File: src/core/ntl_pkg.sv
// Purpose: Constants and types for the NT line control register pair
// Assumes: AHB-Lite register bus, 32-bit data, one word per register
// Notes: Bit positions count from bit 7 down to bit 0
package ntl_pkg;
    localparam logic [7:0] NTL_CTRL_OFFSET = 8'h08;
    localparam logic [7:0] NTL_STAT_OFFSET = 8'h0C;
    localparam logic [7:0] NTL_CTRL_RESET = 8'h00;
    localparam logic [7:0] NTL_DIAG_RESET = 8'h00;
    // Control register fields
    localparam int NTL_ACT_REQ_BIT = 7;
    localparam int NTL_DEACT_REQ_BIT = 6;
    localparam int NTL_DCHAN_B1_BIT = 5;
    localparam int NTL_TIMING_BIT = 4;
    localparam int NTL_MS_BIT = 3;
    localparam int NTL_HALF_BIT = 2;
    localparam int NTL_TXMF_BIT = 1;
    localparam int NTL_PAGE_BIT = 0;
    // Diagnostic register fields
    localparam int NTL_LOOP_HI = 7;
    localparam int NTL_LOOP_LO = 6;
    localparam int NTL_FLOCK_BIT = 5;
    localparam int NTL_FVOFF_BIT = 4;
    localparam int NTL_IDLE_BIT = 3;
    localparam int NTL_ECHO_BIT = 2;
    localparam int NTL_SLAVE_BIT = 1;
    // Frame sync needs this many clean framing sequences
    localparam logic [1:0] NTL_SYNC_COUNT = 2'h3;
    typedef enum logic [1:0] {
        NTL_LOOP_NONE,
        NTL_LOOP_NEAR,
        NTL_LOOP_DIGITAL,
        NTL_LOOP_REMOTE
    } ntl_loop_t;
    typedef enum {
        NTL_LINK_DOWN,
        NTL_LINK_ACTIVATING,
        NTL_LINK_UP,
        NTL_LINK_DEACTIVATING
    } ntl_link_t;
endpackage

File: src/core/ntl_sync2.sv
// Purpose: Two-flop synchroniser for pin inputs
// Assumes: Input asynchronous to ref_clk
// Notes: First stage feeds only the second stage
`timescale 1ns/1ps
module ntl_sync2 (
    input wire logic ref_clk,
    input wire logic reset,
    input wire logic din,
    output logic dout
);
    typedef struct packed {
        logic meta;
        logic stable;
    } ntl_sync_t;
    ntl_sync_t st_ff;
    ntl_sync_t nxt_st;
    always_comb begin
        nxt_st.meta = din;
        nxt_st.stable = st_ff.meta;
    end
    always_ff @(posedge ref_clk or posedge reset) begin
        if (reset) begin
            st_ff <= '0;
        end else begin
            st_ff <= nxt_st;
        end
    end
    assign dout = st_ff.stable;
endmodule

File: src/core/ntl_frame_sync.sv
// Purpose: Receive frame lock detector
// Assumes: One framing check pulse per received frame
// Notes: Lock holds through errors when hold is set
`timescale 1ns/1ps
module ntl_frame_sync (
    input wire logic ref_clk,
    input wire logic reset,
    input wire logic frame_check,
    input wire logic frame_ok,
    input wire logic hold_frame_lock,
    input wire logic link_up,
    output logic locked
);
    typedef struct packed {
        logic [1:0] good;
        logic locked;
    } ntl_fs_t;
    ntl_fs_t st_ff;
    ntl_fs_t nxt_st;
    always_comb begin
        nxt_st = st_ff;
        if (!link_up) begin
            nxt_st = '0;
        end else if (frame_check) begin
            if (frame_ok) begin
                if (st_ff.good != ntl_pkg::NTL_SYNC_COUNT) begin
                    nxt_st.good = st_ff.good + 2'h1;
                end
                if (st_ff.good + 2'h1 >= ntl_pkg::NTL_SYNC_COUNT) begin
                    nxt_st.locked = 1'b1;
                end
            end else if (!hold_frame_lock) begin
                nxt_st.good = 2'h0;
                nxt_st.locked = 1'b0;
            end
            // Hold keeps lock and count on a lost framing sequence
        end
    end
    always_ff @(posedge ref_clk or posedge reset) begin
        if (reset) begin
            st_ff <= '0;
        end else begin
            st_ff <= nxt_st;
        end
    end
    assign locked = st_ff.locked;
endmodule

File: src/core/ntl_regs.sv
// Purpose: NT line control and diagnostic registers with frame-sampled controls
// Assumes: AHB-Lite slave, single word transfers, 40 MHz ref_clk
// Notes: Registers are write-only; a status word shows the block's state
`timescale 1ns/1ps
// How it works
// - Activation request one starts bringing the line up; zero keeps state.
// - Deactivation request one takes line down; wins over activation.
// - D-in-B1 set carries D-channel in B1 at 64 kbit/s, else 16.
// - Timing zero selects fixed timing; one selects adaptive compensation.
// - M/S control bit goes out as M when half is zero, S otherwise; here it drives multiframe_bit in both halves.
// - Half bit selects transmitted frame half, same as the dedicated pin.
// - Send-multiframe with half zero sends aux framing 1, N 0; else 0, 1.
// - Data bit zero steers a write: control or diagnostic register.
// - Control sampled once per frame; last write in a frame wins.
// - Loop field: none, near-end, digital, or remote loopback.
// - Hold-frame-lock keeps sync and INFO when framing is lost.
// - Without hold, sync declared after three clean framing sequences.
// - Framing-violation-off stops frame sync breaking the bipolar violation rule.
// - Idle test bit forces continuous all-ones on the line.
// - Echo test bit forces every transmitted echo bit to zero.
// - Slave bit makes the device an NT slave on external clocks.
// - Diagnostic register reached by control address with data bit zero set.
module ntl_regs (
    input wire logic ref_clk,
    input wire logic reset,
    input wire logic hsel,
    input wire logic [7:0] haddr,
    input wire logic [1:0] htrans,
    input wire logic hwrite,
    input wire logic [2:0] hsize,
    input wire logic [31:0] hwdata,
    input wire logic hready,
    output logic [31:0] hrdata,
    output logic hreadyout,
    output logic hresp,
    input wire logic frame_pulse,
    input wire logic half_pin,
    input wire logic rx_frame_check,
    input wire logic rx_frame_ok,
    input wire logic line_receive,
    input wire logic serial_stream_in,
    input wire logic tx_data_bit,
    input wire logic rx_d_bit,
    input wire logic ext_clk_en,
    output logic line_transmit,
    output logic line_violation,
    output logic serial_stream_out,
    output logic echo_bit,
    output logic multiframe_bit,
    output logic auxiliary_framing_bit,
    output logic n_bit,
    output logic frame_half,
    output logic dchan_in_first_bslot,
    output logic adaptive_timing,
    output logic nt_slave,
    output logic link_active,
    output logic frame_locked
);
    typedef struct packed {
        logic wr_pend;
        logic [7:0] wr_addr;
        logic [7:0] ctrl_shadow;
        logic ctrl_dirty;
        logic [7:0] ctrl;
        logic [7:0] diag;
        logic activate;
        logic deactivate;
        ntl_pkg::ntl_link_t link;
        logic [31:0] rdata;
        logic tx;
        logic viol;
        logic sso;
        logic echo;
        logic msbit;
        logic auxf;
        logic nbit;
        logic half;
        logic dchan_b1;
        logic timing;
        logic slave;
        logic active;
        logic locked;
        logic frame_seen;
    } ntl_state_t;

    ntl_state_t st_ff;
    ntl_state_t nxt_st;
    logic frame_s;
    logic half_s;
    logic rxl_s;
    logic ssi_s;
    logic chk_s;
    logic ok_s;
    logic extc_s;
    logic lock_w;
    logic frame_tick;
    logic [6:0] pin_raw;
    logic [6:0] pin_sync;

    function automatic logic addr_hit(input logic [7:0] a, input logic [7:0] off);
        addr_hit = (a[7:2] == off[7:2]);
    endfunction

    // One two-flop stage per pin; only the second flop reads the first
    assign pin_raw = {ext_clk_en, rx_frame_ok, rx_frame_check, serial_stream_in,
        line_receive, half_pin, frame_pulse};
    for (genvar gi = 0; gi < 7; gi++) begin : g_pin_sync
        ntl_sync2 u_sync (.ref_clk(ref_clk), .reset(reset), .din(pin_raw[gi]), .dout(pin_sync[gi]));
    end
    assign frame_s = pin_sync[0];
    assign half_s = pin_sync[1];
    assign rxl_s = pin_sync[2];
    assign ssi_s = pin_sync[3];
    assign chk_s = pin_sync[4];
    assign ok_s = pin_sync[5];
    assign extc_s = pin_sync[6];

    // Frame edge from the synchronised frame clock
    assign frame_tick = frame_s & ~st_ff.frame_seen;

    ntl_frame_sync u_lock (
        .ref_clk(ref_clk),
        .reset(reset),
        .frame_check(chk_s),
        .frame_ok(ok_s),
        .hold_frame_lock(st_ff.diag[ntl_pkg::NTL_FLOCK_BIT]),
        .link_up(st_ff.link != ntl_pkg::NTL_LINK_DOWN),
        .locked(lock_w)
    );

    always_comb begin
        logic [7:0] wd;
        logic loop_near;
        logic loop_dig;
        logic loop_rem;
        logic half_eff;
        logic line_bit;
        logic ctrl_wr;
        wd = hwdata[7:0];
        nxt_st = st_ff;
        nxt_st.frame_seen = frame_s;
        ctrl_wr = 1'b0;
        loop_near = 1'b0;
        loop_dig = 1'b0;
        loop_rem = 1'b0;
        half_eff = 1'b0;
        line_bit = 1'b0;
        // Address phase captured when the bus is ready
        nxt_st.wr_pend = 1'b0;
        if (hsel && hready && htrans[1]) begin
            nxt_st.wr_pend = hwrite;
            nxt_st.wr_addr = haddr;
            nxt_st.rdata = 32'h0000_0000;
            if (!hwrite && addr_hit(haddr, ntl_pkg::NTL_STAT_OFFSET)) begin
                nxt_st.rdata = {24'h00_0000, st_ff.locked, st_ff.active,
                    st_ff.activate, st_ff.deactivate, 2'(st_ff.link), 2'h0};
            end
        end
        // Data phase write; data bit zero picks the page
        if (st_ff.wr_pend && addr_hit(st_ff.wr_addr, ntl_pkg::NTL_CTRL_OFFSET)) begin
            if (wd[ntl_pkg::NTL_PAGE_BIT]) begin
                nxt_st.diag = wd;
            end else begin
                nxt_st.ctrl_shadow = wd;
                nxt_st.ctrl_dirty = 1'b1;
                ctrl_wr = 1'b1;
            end
        end
        // Link state, deactivation has priority; zeros keep state
        if (frame_tick) begin
            case (st_ff.link)
                ntl_pkg::NTL_LINK_DOWN: begin
                    if (!st_ff.deactivate && st_ff.activate) begin
                        nxt_st.link = ntl_pkg::NTL_LINK_ACTIVATING;
                    end
                end
                ntl_pkg::NTL_LINK_ACTIVATING: begin
                    if (st_ff.deactivate) begin
                        nxt_st.link = ntl_pkg::NTL_LINK_DEACTIVATING;
                    end else if (lock_w) begin
                        nxt_st.link = ntl_pkg::NTL_LINK_UP;
                    end
                end
                ntl_pkg::NTL_LINK_UP: begin
                    if (st_ff.deactivate) begin
                        nxt_st.link = ntl_pkg::NTL_LINK_DEACTIVATING;
                    end else if (!lock_w) begin
                        nxt_st.link = ntl_pkg::NTL_LINK_ACTIVATING;
                    end
                end
                ntl_pkg::NTL_LINK_DEACTIVATING: begin
                    nxt_st.link = ntl_pkg::NTL_LINK_DOWN;
                end
                default: begin
                    nxt_st.link = ntl_pkg::NTL_LINK_DOWN;
                end
            endcase
            if (st_ff.activate || st_ff.deactivate) begin
                nxt_st.activate = 1'b0;
                nxt_st.deactivate = 1'b0;
            end
        end
        // Latched once per frame, after the consume, so a fresh request is never lost
        if (frame_tick && st_ff.ctrl_dirty) begin
            nxt_st.ctrl = st_ff.ctrl_shadow;
            nxt_st.ctrl_dirty = ctrl_wr;
            nxt_st.activate = st_ff.ctrl_shadow[ntl_pkg::NTL_ACT_REQ_BIT];
            nxt_st.deactivate = st_ff.ctrl_shadow[ntl_pkg::NTL_DEACT_REQ_BIT];
        end
        // Half pin and half bit act alike; either selects the second half
        half_eff = st_ff.ctrl[ntl_pkg::NTL_HALF_BIT] | half_s;
        nxt_st.half = half_eff;
        nxt_st.dchan_b1 = st_ff.ctrl[ntl_pkg::NTL_DCHAN_B1_BIT];
        nxt_st.timing = st_ff.ctrl[ntl_pkg::NTL_TIMING_BIT];
        nxt_st.slave = st_ff.diag[ntl_pkg::NTL_SLAVE_BIT] & extc_s;
        nxt_st.msbit = st_ff.ctrl[ntl_pkg::NTL_MS_BIT];
        if (!half_eff && st_ff.ctrl[ntl_pkg::NTL_TXMF_BIT]) begin
            nxt_st.auxf = 1'b1;
            nxt_st.nbit = 1'b0;
        end else begin
            nxt_st.auxf = 1'b0;
            nxt_st.nbit = 1'b1;
        end
        // Loopback path select
        loop_near = (st_ff.diag[ntl_pkg::NTL_LOOP_HI:ntl_pkg::NTL_LOOP_LO] == 2'(ntl_pkg::NTL_LOOP_NEAR));
        loop_dig = (st_ff.diag[ntl_pkg::NTL_LOOP_HI:ntl_pkg::NTL_LOOP_LO] == 2'(ntl_pkg::NTL_LOOP_DIGITAL));
        loop_rem = (st_ff.diag[ntl_pkg::NTL_LOOP_HI:ntl_pkg::NTL_LOOP_LO] == 2'(ntl_pkg::NTL_LOOP_REMOTE));
        line_bit = loop_rem ? rxl_s : tx_data_bit;
        if (st_ff.diag[ntl_pkg::NTL_IDLE_BIT]) begin
            line_bit = 1'b1;
        end
        nxt_st.tx = line_bit;
        // Framing bit as a violation unless suppressed
        nxt_st.viol = ~st_ff.diag[ntl_pkg::NTL_FVOFF_BIT] & ~st_ff.diag[ntl_pkg::NTL_IDLE_BIT];
        if (loop_dig) begin
            nxt_st.sso = ssi_s;
        end else if (loop_near) begin
            nxt_st.sso = line_bit;
        end else begin
            nxt_st.sso = rxl_s;
        end
        // Echo mirrors received D unless forced low
        nxt_st.echo = st_ff.diag[ntl_pkg::NTL_ECHO_BIT] ? 1'b0 : rx_d_bit;
        nxt_st.active = (st_ff.link == ntl_pkg::NTL_LINK_UP);
        nxt_st.locked = lock_w;
    end

    always_ff @(posedge ref_clk or posedge reset) begin
        if (reset) begin
            st_ff <= '0;
            st_ff.ctrl <= ntl_pkg::NTL_CTRL_RESET;
            st_ff.ctrl_shadow <= ntl_pkg::NTL_CTRL_RESET;
            st_ff.diag <= ntl_pkg::NTL_DIAG_RESET;
            st_ff.link <= ntl_pkg::NTL_LINK_DOWN;
        end else begin
            st_ff <= nxt_st;
        end
    end

    // Zero wait states; a write lands in the cycle after its data phase
    assign hreadyout = 1'b1;
    assign hresp = 1'b0;
    assign hrdata = st_ff.rdata;
    assign line_transmit = st_ff.tx;
    assign line_violation = st_ff.viol;
    assign serial_stream_out = st_ff.sso;
    assign echo_bit = st_ff.echo;
    assign multiframe_bit = st_ff.msbit;
    assign auxiliary_framing_bit = st_ff.auxf;
    assign n_bit = st_ff.nbit;
    assign frame_half = st_ff.half;
    assign dchan_in_first_bslot = st_ff.dchan_b1;
    assign adaptive_timing = st_ff.timing;
    assign nt_slave = st_ff.slave;
    assign link_active = st_ff.active;
    assign frame_locked = st_ff.locked;
endmodule

File: config.mk
export PLATFORM = sky130hd
export DESIGN_NAME = ntl_regs
export DESIGN_NICKNAME = d
export VERILOG_FILES = /design/src/core/ntl_pkg.sv /design/src/core/ntl_sync2.sv /design/src/core/ntl_frame_sync.sv /design/src/core/ntl_regs.sv
export SDC_FILE = /design/constraint.sdc
export NUM_CORES = 1
export LEC_CHECK = 0
export ABC_AREA = 1
export BUFFER_PORTS_ARGS = -buffer_cell sky130_fd_sc_hd__buf_2
export CAP_MARGIN = 30
export CORE_ASPECT_RATIO = 0.7
export CORE_UTILIZATION = 50
export CTS_BUF_LIST = sky130_fd_sc_hd__clkbuf_4 sky130_fd_sc_hd__clkbuf_8
export DETAILED_ROUTE_END_ITERATION = 12
export PLACE_DENSITY = 0.88
export SLEW_MARGIN = 5
export SYNTH_ARGS = -nofsm -noshare
export SYNTH_HDL_FRONTEND = slang
export SYNTH_HIERARCHICAL = 1
export SYNTH_SLANG_ARGS = --single-unit
File: constraint.sdc
create_clock -name ref_clk -period 2.7 [get_ports ref_clk]
set_input_delay 0.135 -clock ref_clk [delete_from_list [all_inputs] [get_ports ref_clk]]
set_output_delay 0.135 -clock ref_clk [all_outputs]
set_load 0.005 [all_outputs]
; Yosys cells after proc, flatten, opt, wreduce, memory -nomap -nowiden
; Cells that the tools add are included.
[classes]
add_sub_neg = 1
order_cmp = 1
eq_ne = 17
muxes = 28
bitwise_logic = 8
reduce_logical = 23
[op_table]
columns = cell, count
row1 = $mux W32, 5
row2 = $pmux W32 S3, 1
row3 = $mux W34, 1
row4 = $eq A32 B1 Y1 const B, 1
row5 = $eq A32 B2 Y1 const B, 1
row6 = $eq A32 B3 Y1 const B, 1
row7 = $logic_not A32 Y1, 1
row8 = $reduce_bool A32 Y1, 1
row9 = $mux W9, 2
row10 = $eq A6 B2 Y1 const B, 2
row11 = $mux W3, 4
row12 = $ne A3 B3 Y1 const B, 4
row13 = $mux W1, 10
row14 = $mux W2, 4
row15 = $mux W8, 1
row16 = $reduce_and A2 Y1, 4
row17 = $logic_and A1 B1 Y1, 7
row18 = $ne A2 B2 Y1 const B, 3
row19 = $reduce_and A3 Y1, 2
row20 = $reduce_bool A2 Y1, 3
row21 = $eq A2 B2 Y1 const B, 2
row22 = $not A1 Y1, 4
row23 = $reduce_and A4 Y1, 1
row24 = $and A1 B1 Y1, 3
row25 = 8 further kinds, 10
[word_totals]
register_bits = 129
inputBits = 59
output_inout_bits = 47

; Longest topological paths before layout
[logic_depth]
ltp_word = 6
depth_mapped = 7
ltp_nobuf = 7

; Modules after synthesis
; The synthesis kept the hierarchy.
[modules_own_cells]
columns = mod, instances, cells_per_inst, area_each_um2, seq_area_each_um2
row1 = ntl_regs, 1, 257, 2292.2, 1276.2
row2 = ntl_sync2, 7, 3, 53.8, 50.0
row3 = ntl_frame_sync, 1, 29, 214.0, 75.1

; Worst setup path after synthesis
; Ideal clock, no wire load.
[synth_timing]
kind = register -> register
from = reg st_ff[46] (netlist bit)
to = reg u_lock/st_ff[1] (netlist bit)
setup_time_ns = 0.118
arrival_time_ns = 0.954
slack_ns = 1.628
path_stages_with_launch = 7
n_path_buf = 0
period_less_slack_ns = 1.072
cell_sequence = dfrtp_1 > nor2_1 > inv_1 > nand2_1 > nand3_2 > nand2_1 > nand2_1
[synth_between]
elab_chain_cells = 3
elab_cells_between_ends = 6
[synth_lines]
columns = element, line
row1 = from (decl), ntl_regs.sv:86  ; ntl_state_t st_ff;
row2 = from (signal assigned), ntl_regs.sv:256  ; st_ff <= nxt_st;
row3 = $reduce_bool A32 Y1 (*), ntl_regs.sv:127  ; .link_up(st_ff.link != ntl_pkg::NTL_LINK_DOWN),
row4 = $ne A3 B3 Y1 (no line) / $ne A2 B2 Y1 (equally long branches), n/a
row5 = $reduce_and A3 Y1 (no line), n/a
row6 = to (signal assigned), ntl_frame_sync.sv:43  ; st_ff <= nxt_st;
row7 = to (decl), ntl_frame_sync.sv:18  ; ntl_fs_t st_ff;
; Every way passes the cells marked *; elsewhere a longest branch is shown, timed or not.
; A chain may end at the register's enable or synchronous reset.

; Final worst setup path
[layout_timing]
from = reg st_ff[112] (netlist bit)
to = reg st_ff[86] (netlist bit)
[layout_between]
elab_chain_cells = 3
[layout_lines]
columns = element, line
row1 = $eq A6 B2 Y1, ntl_regs.sv:101  ; addr_hit = (a[7:2] == off[7:2]);
row2 = $logic_and A1 B1 Y1, ntl_regs.sv:160  ; if (st_ff.wr_pend && addr_hit(st_ff.wr_addr, ntl_pkg::NTL_CTRL_OFFSET)) begin
row3 = $reduce_and A2 Y1 (no line), n/a
; Every way passes these cells.

==> results.md <==
* Part of the power in combinational logic at 15.1%
* DRT antenna net count at 0
* Root Buffer: clkbuf_8
* Commonest non-fill, non-tap cells in the layout: nand2_1 (88), dfrtp_1 (68), buf_2 (47)
* Number of CTS-inserted buffers at 9
* Register share of total power at 54.0%
* Synth Instances at 307
* Number of antenna diodes at 0
* Gr ovfl total at 0
* Outcome: completed
* Mean Syn Cell Area at 9.390 um^2
* Final Net Count at 428
* Initial DRT Pass Iterations at 4
* Yosys cell types at 24
* Placer Congestion at 0.7767
* R2R cell count at 6
* First-pass GRT wire length at 8.162 mm
* Synth-to-layout area growth at 15.71%
* Worst Skew at 0.005730 ns
* Share of layout cells above drive strength 1 at 20.22%
* Post-DR wirelength/cell at 11.30 um
* Final hold violation count at 0
* Critical Path Slowest Stage Cell: dfrtp_1
* Crit path capture type: register
* CTS sink cnt at 68
* Post-route DRC at 0
* PortBufs at 47
* Int Power at 1597 uW
* CP max stage delay at 0.39 ns
* Largest net degree at the start of global routing at 41
* Crit Path Category: register to register
* Period utilization at 48.56%
* Clk Latency, worst-skew pair at 0.34 ns
* Multi-input logic area at 865.8 um^2
* Setup total negative slack at 0 ns
* Pwr dens at 668.5 nW/um^2
* Register area at 1702 um^2
* Die Ht at 65.53 um
* Via count at 2038
* Post-synthesis sequential area ratio at 59.03%
* Critical Path RT at 2.93 ns
* Synthesized area at 2883 um^2
* Finish-stage setup viols at 0
* Detailed placer's ending HPWL at 3.633 mm
* Switch share at 28.40%
* Vias in the first global route at 1902
* Placement Rows at 22
* Max Root-Sink Buffers at 2
* Hold/Removal Path Class: input pin to register
* R2r setup slk at 1.39 ns
* Initial Util at 53.43%
* Min Clock Period, post-route at 1.311 ns
* DP Area at 3044 um^2
* Max_cap viols at 0
* Yosys reg bits at 68
* Net switching power at 633.4 uW
* Fillers at 464
* Chip width at 92.76 um
* Clk slew on worst S/H paths at 0.07 ns
* CTS tree: built
* Worst VDD drop at 380.6 uV
* H-tree lvl count at 3
* Final Instance Area at 3336 um^2
* Part of the power in the clock network at 30.9%
* Die ar. at 6078 um^2
* Initial antenna violation count at 0
* DR vias/cell at 4.600
* Commonest non-fill, non-tap cell in the layout: nand2_1
* # Post-CTS Setup Buffers at 0
* Tot GR Track Use at 18.40%
* Worst Path Max Fanout at 16
* Critical path cell sequence: nor2_1 > nand2_2 > nor2_8 > nand2_2 > nand2_1 > nand2_1
* Hold path depth at 3
* Drt first-iter violations at 133
* Slew Limit Fails at 0
* Hold_ws at 0.02602 ns
* WP data arrival at 1.54 ns
* Achievable Freq at 762.7 MHz
* Unrepaired setup endpoints after global routing: no
* Synth Warn # at 6
* Lkg Pwr at 0.001870 uW
* CP Launch Type: register
* I/O Pins at 106
* Routed wire length at 5.007 mm
* Core Area at 5395 um^2
==> logic make-up (layout without fill, tap and decap cells) <==
logic type	after synthesis	in the layout	share of synthesized area, %
AND/OR/NAND/NOR	145	145	22.57
AO/OA/AOI/OAI	17	17	2.951
adder cells (fa/ha/maj)	2	2	0.8679
other	2	28	0.2605
buffers and inverters	73	111	14.32
flip-flops	68	68	59.03
==> area by class of cell <==
cell class	count	area share, %
Clock buffer	10	3.938
Inverter	35	3.938
Clock inverter	5	0.9002
Timing Repair Buffer	61	11.55
Sequential cell	68	51.01
Tap cell	72	2.701
Multi-Input combinational cell	192	25.96
==> timing repair <==
item | 4_1_cts | 5_1_grt
endpoints found under the setup margin | 0 | 0
hold buffers | 13 | 0
hold endpoints to repair | 40 | 0
resized for setup | 0 | 0
==> cell usage after synthesis, drive strengths merged <==
| master | n | area (um^2) |
|---|---|---|
| a21oi | 3 | 15.01 |
| and2 | 1 | 6.260 |
| buf | 38 | 281.5 |
| clkinv | 1 | 3.750 |
| conb | 2 | 7.510 |
| dfrtp | 68 | 1702 |
| ha | 2 | 25.02 |
| inv | 34 | 127.6 |
| nand2 | 91 | 349.1 |
| nand3 | 32 | 175.2 |
| nand4 | 4 | 25.02 |
| nor2 | 14 | 78.83 |
| nor3 | 2 | 10.01 |
| o21ai | 14 | 70.07 |
| or2 | 1 | 6.260 |
==> worst max-delay path, delay by kind of cell (launching register included) <==
kind,cells,cell delay [ns]
flops,1,0.39
simple gates,6,0.81
==> sequential cells by signal (all words and copies together), names as in the netlist, 2 cells and up <==
register,count
nxt_st,3
hrdata,6
g_pin_sync.u_sync/dout,7
u_lock/st_ff,2
g_pin_sync.u_sync/nxt_st,7
st_ff,29
==> power by group through the flow <==
stage	sequential (uW)	combinational [uW]	clock (uW)
final	1200	336	690
after global routing	1220	393	760
after CTS	1200	340	713
after detailed placement	1220	322	0
after global placement	1210	298	0
after floorplan	1210	248	0
==> through the flow <==
step | utilization [%] | power [uW] | std cells | setup slack, ns
floorplan | - | 1456 | 333 | 1.335
global placement | 56.05 | 1513 | 414 | 1.440
detailed placement | 56.42 | 1545 | 415 | 1.410
CTS | 61.83 | 2257 | 443 | 1.398
global route | 61.83 | 2370 | 443 | 1.270
finish | 61.83 | 2230 | 443 | 1.389
==> layer usage <==
metal / track usage (%) / wire length [um]
met1: 21.65 / 2251
met2: 30.83 / 2432
met3: 6.829 / 295
met4: 7.500 / 28
met5: 0 / 0
==> path summary, 6_finish.rpt <==
kind / to / from
worst max-delay path: st_ff[86] / st_ff[112]
min in group asynchronous: g_pin_sync[0].u_sync/dout / reset
worst min-delay path: st_ff[112] / haddr[7]
max in group asynchronous: hrdata[2] / reset
worst min register to register: g_pin_sync[5].u_sync/dout / g_pin_sync[5].u_sync/nxt_st[0]
worst max register to register: st_ff[86] / st_ff[112]
Power figures use the tool's default switching activity.
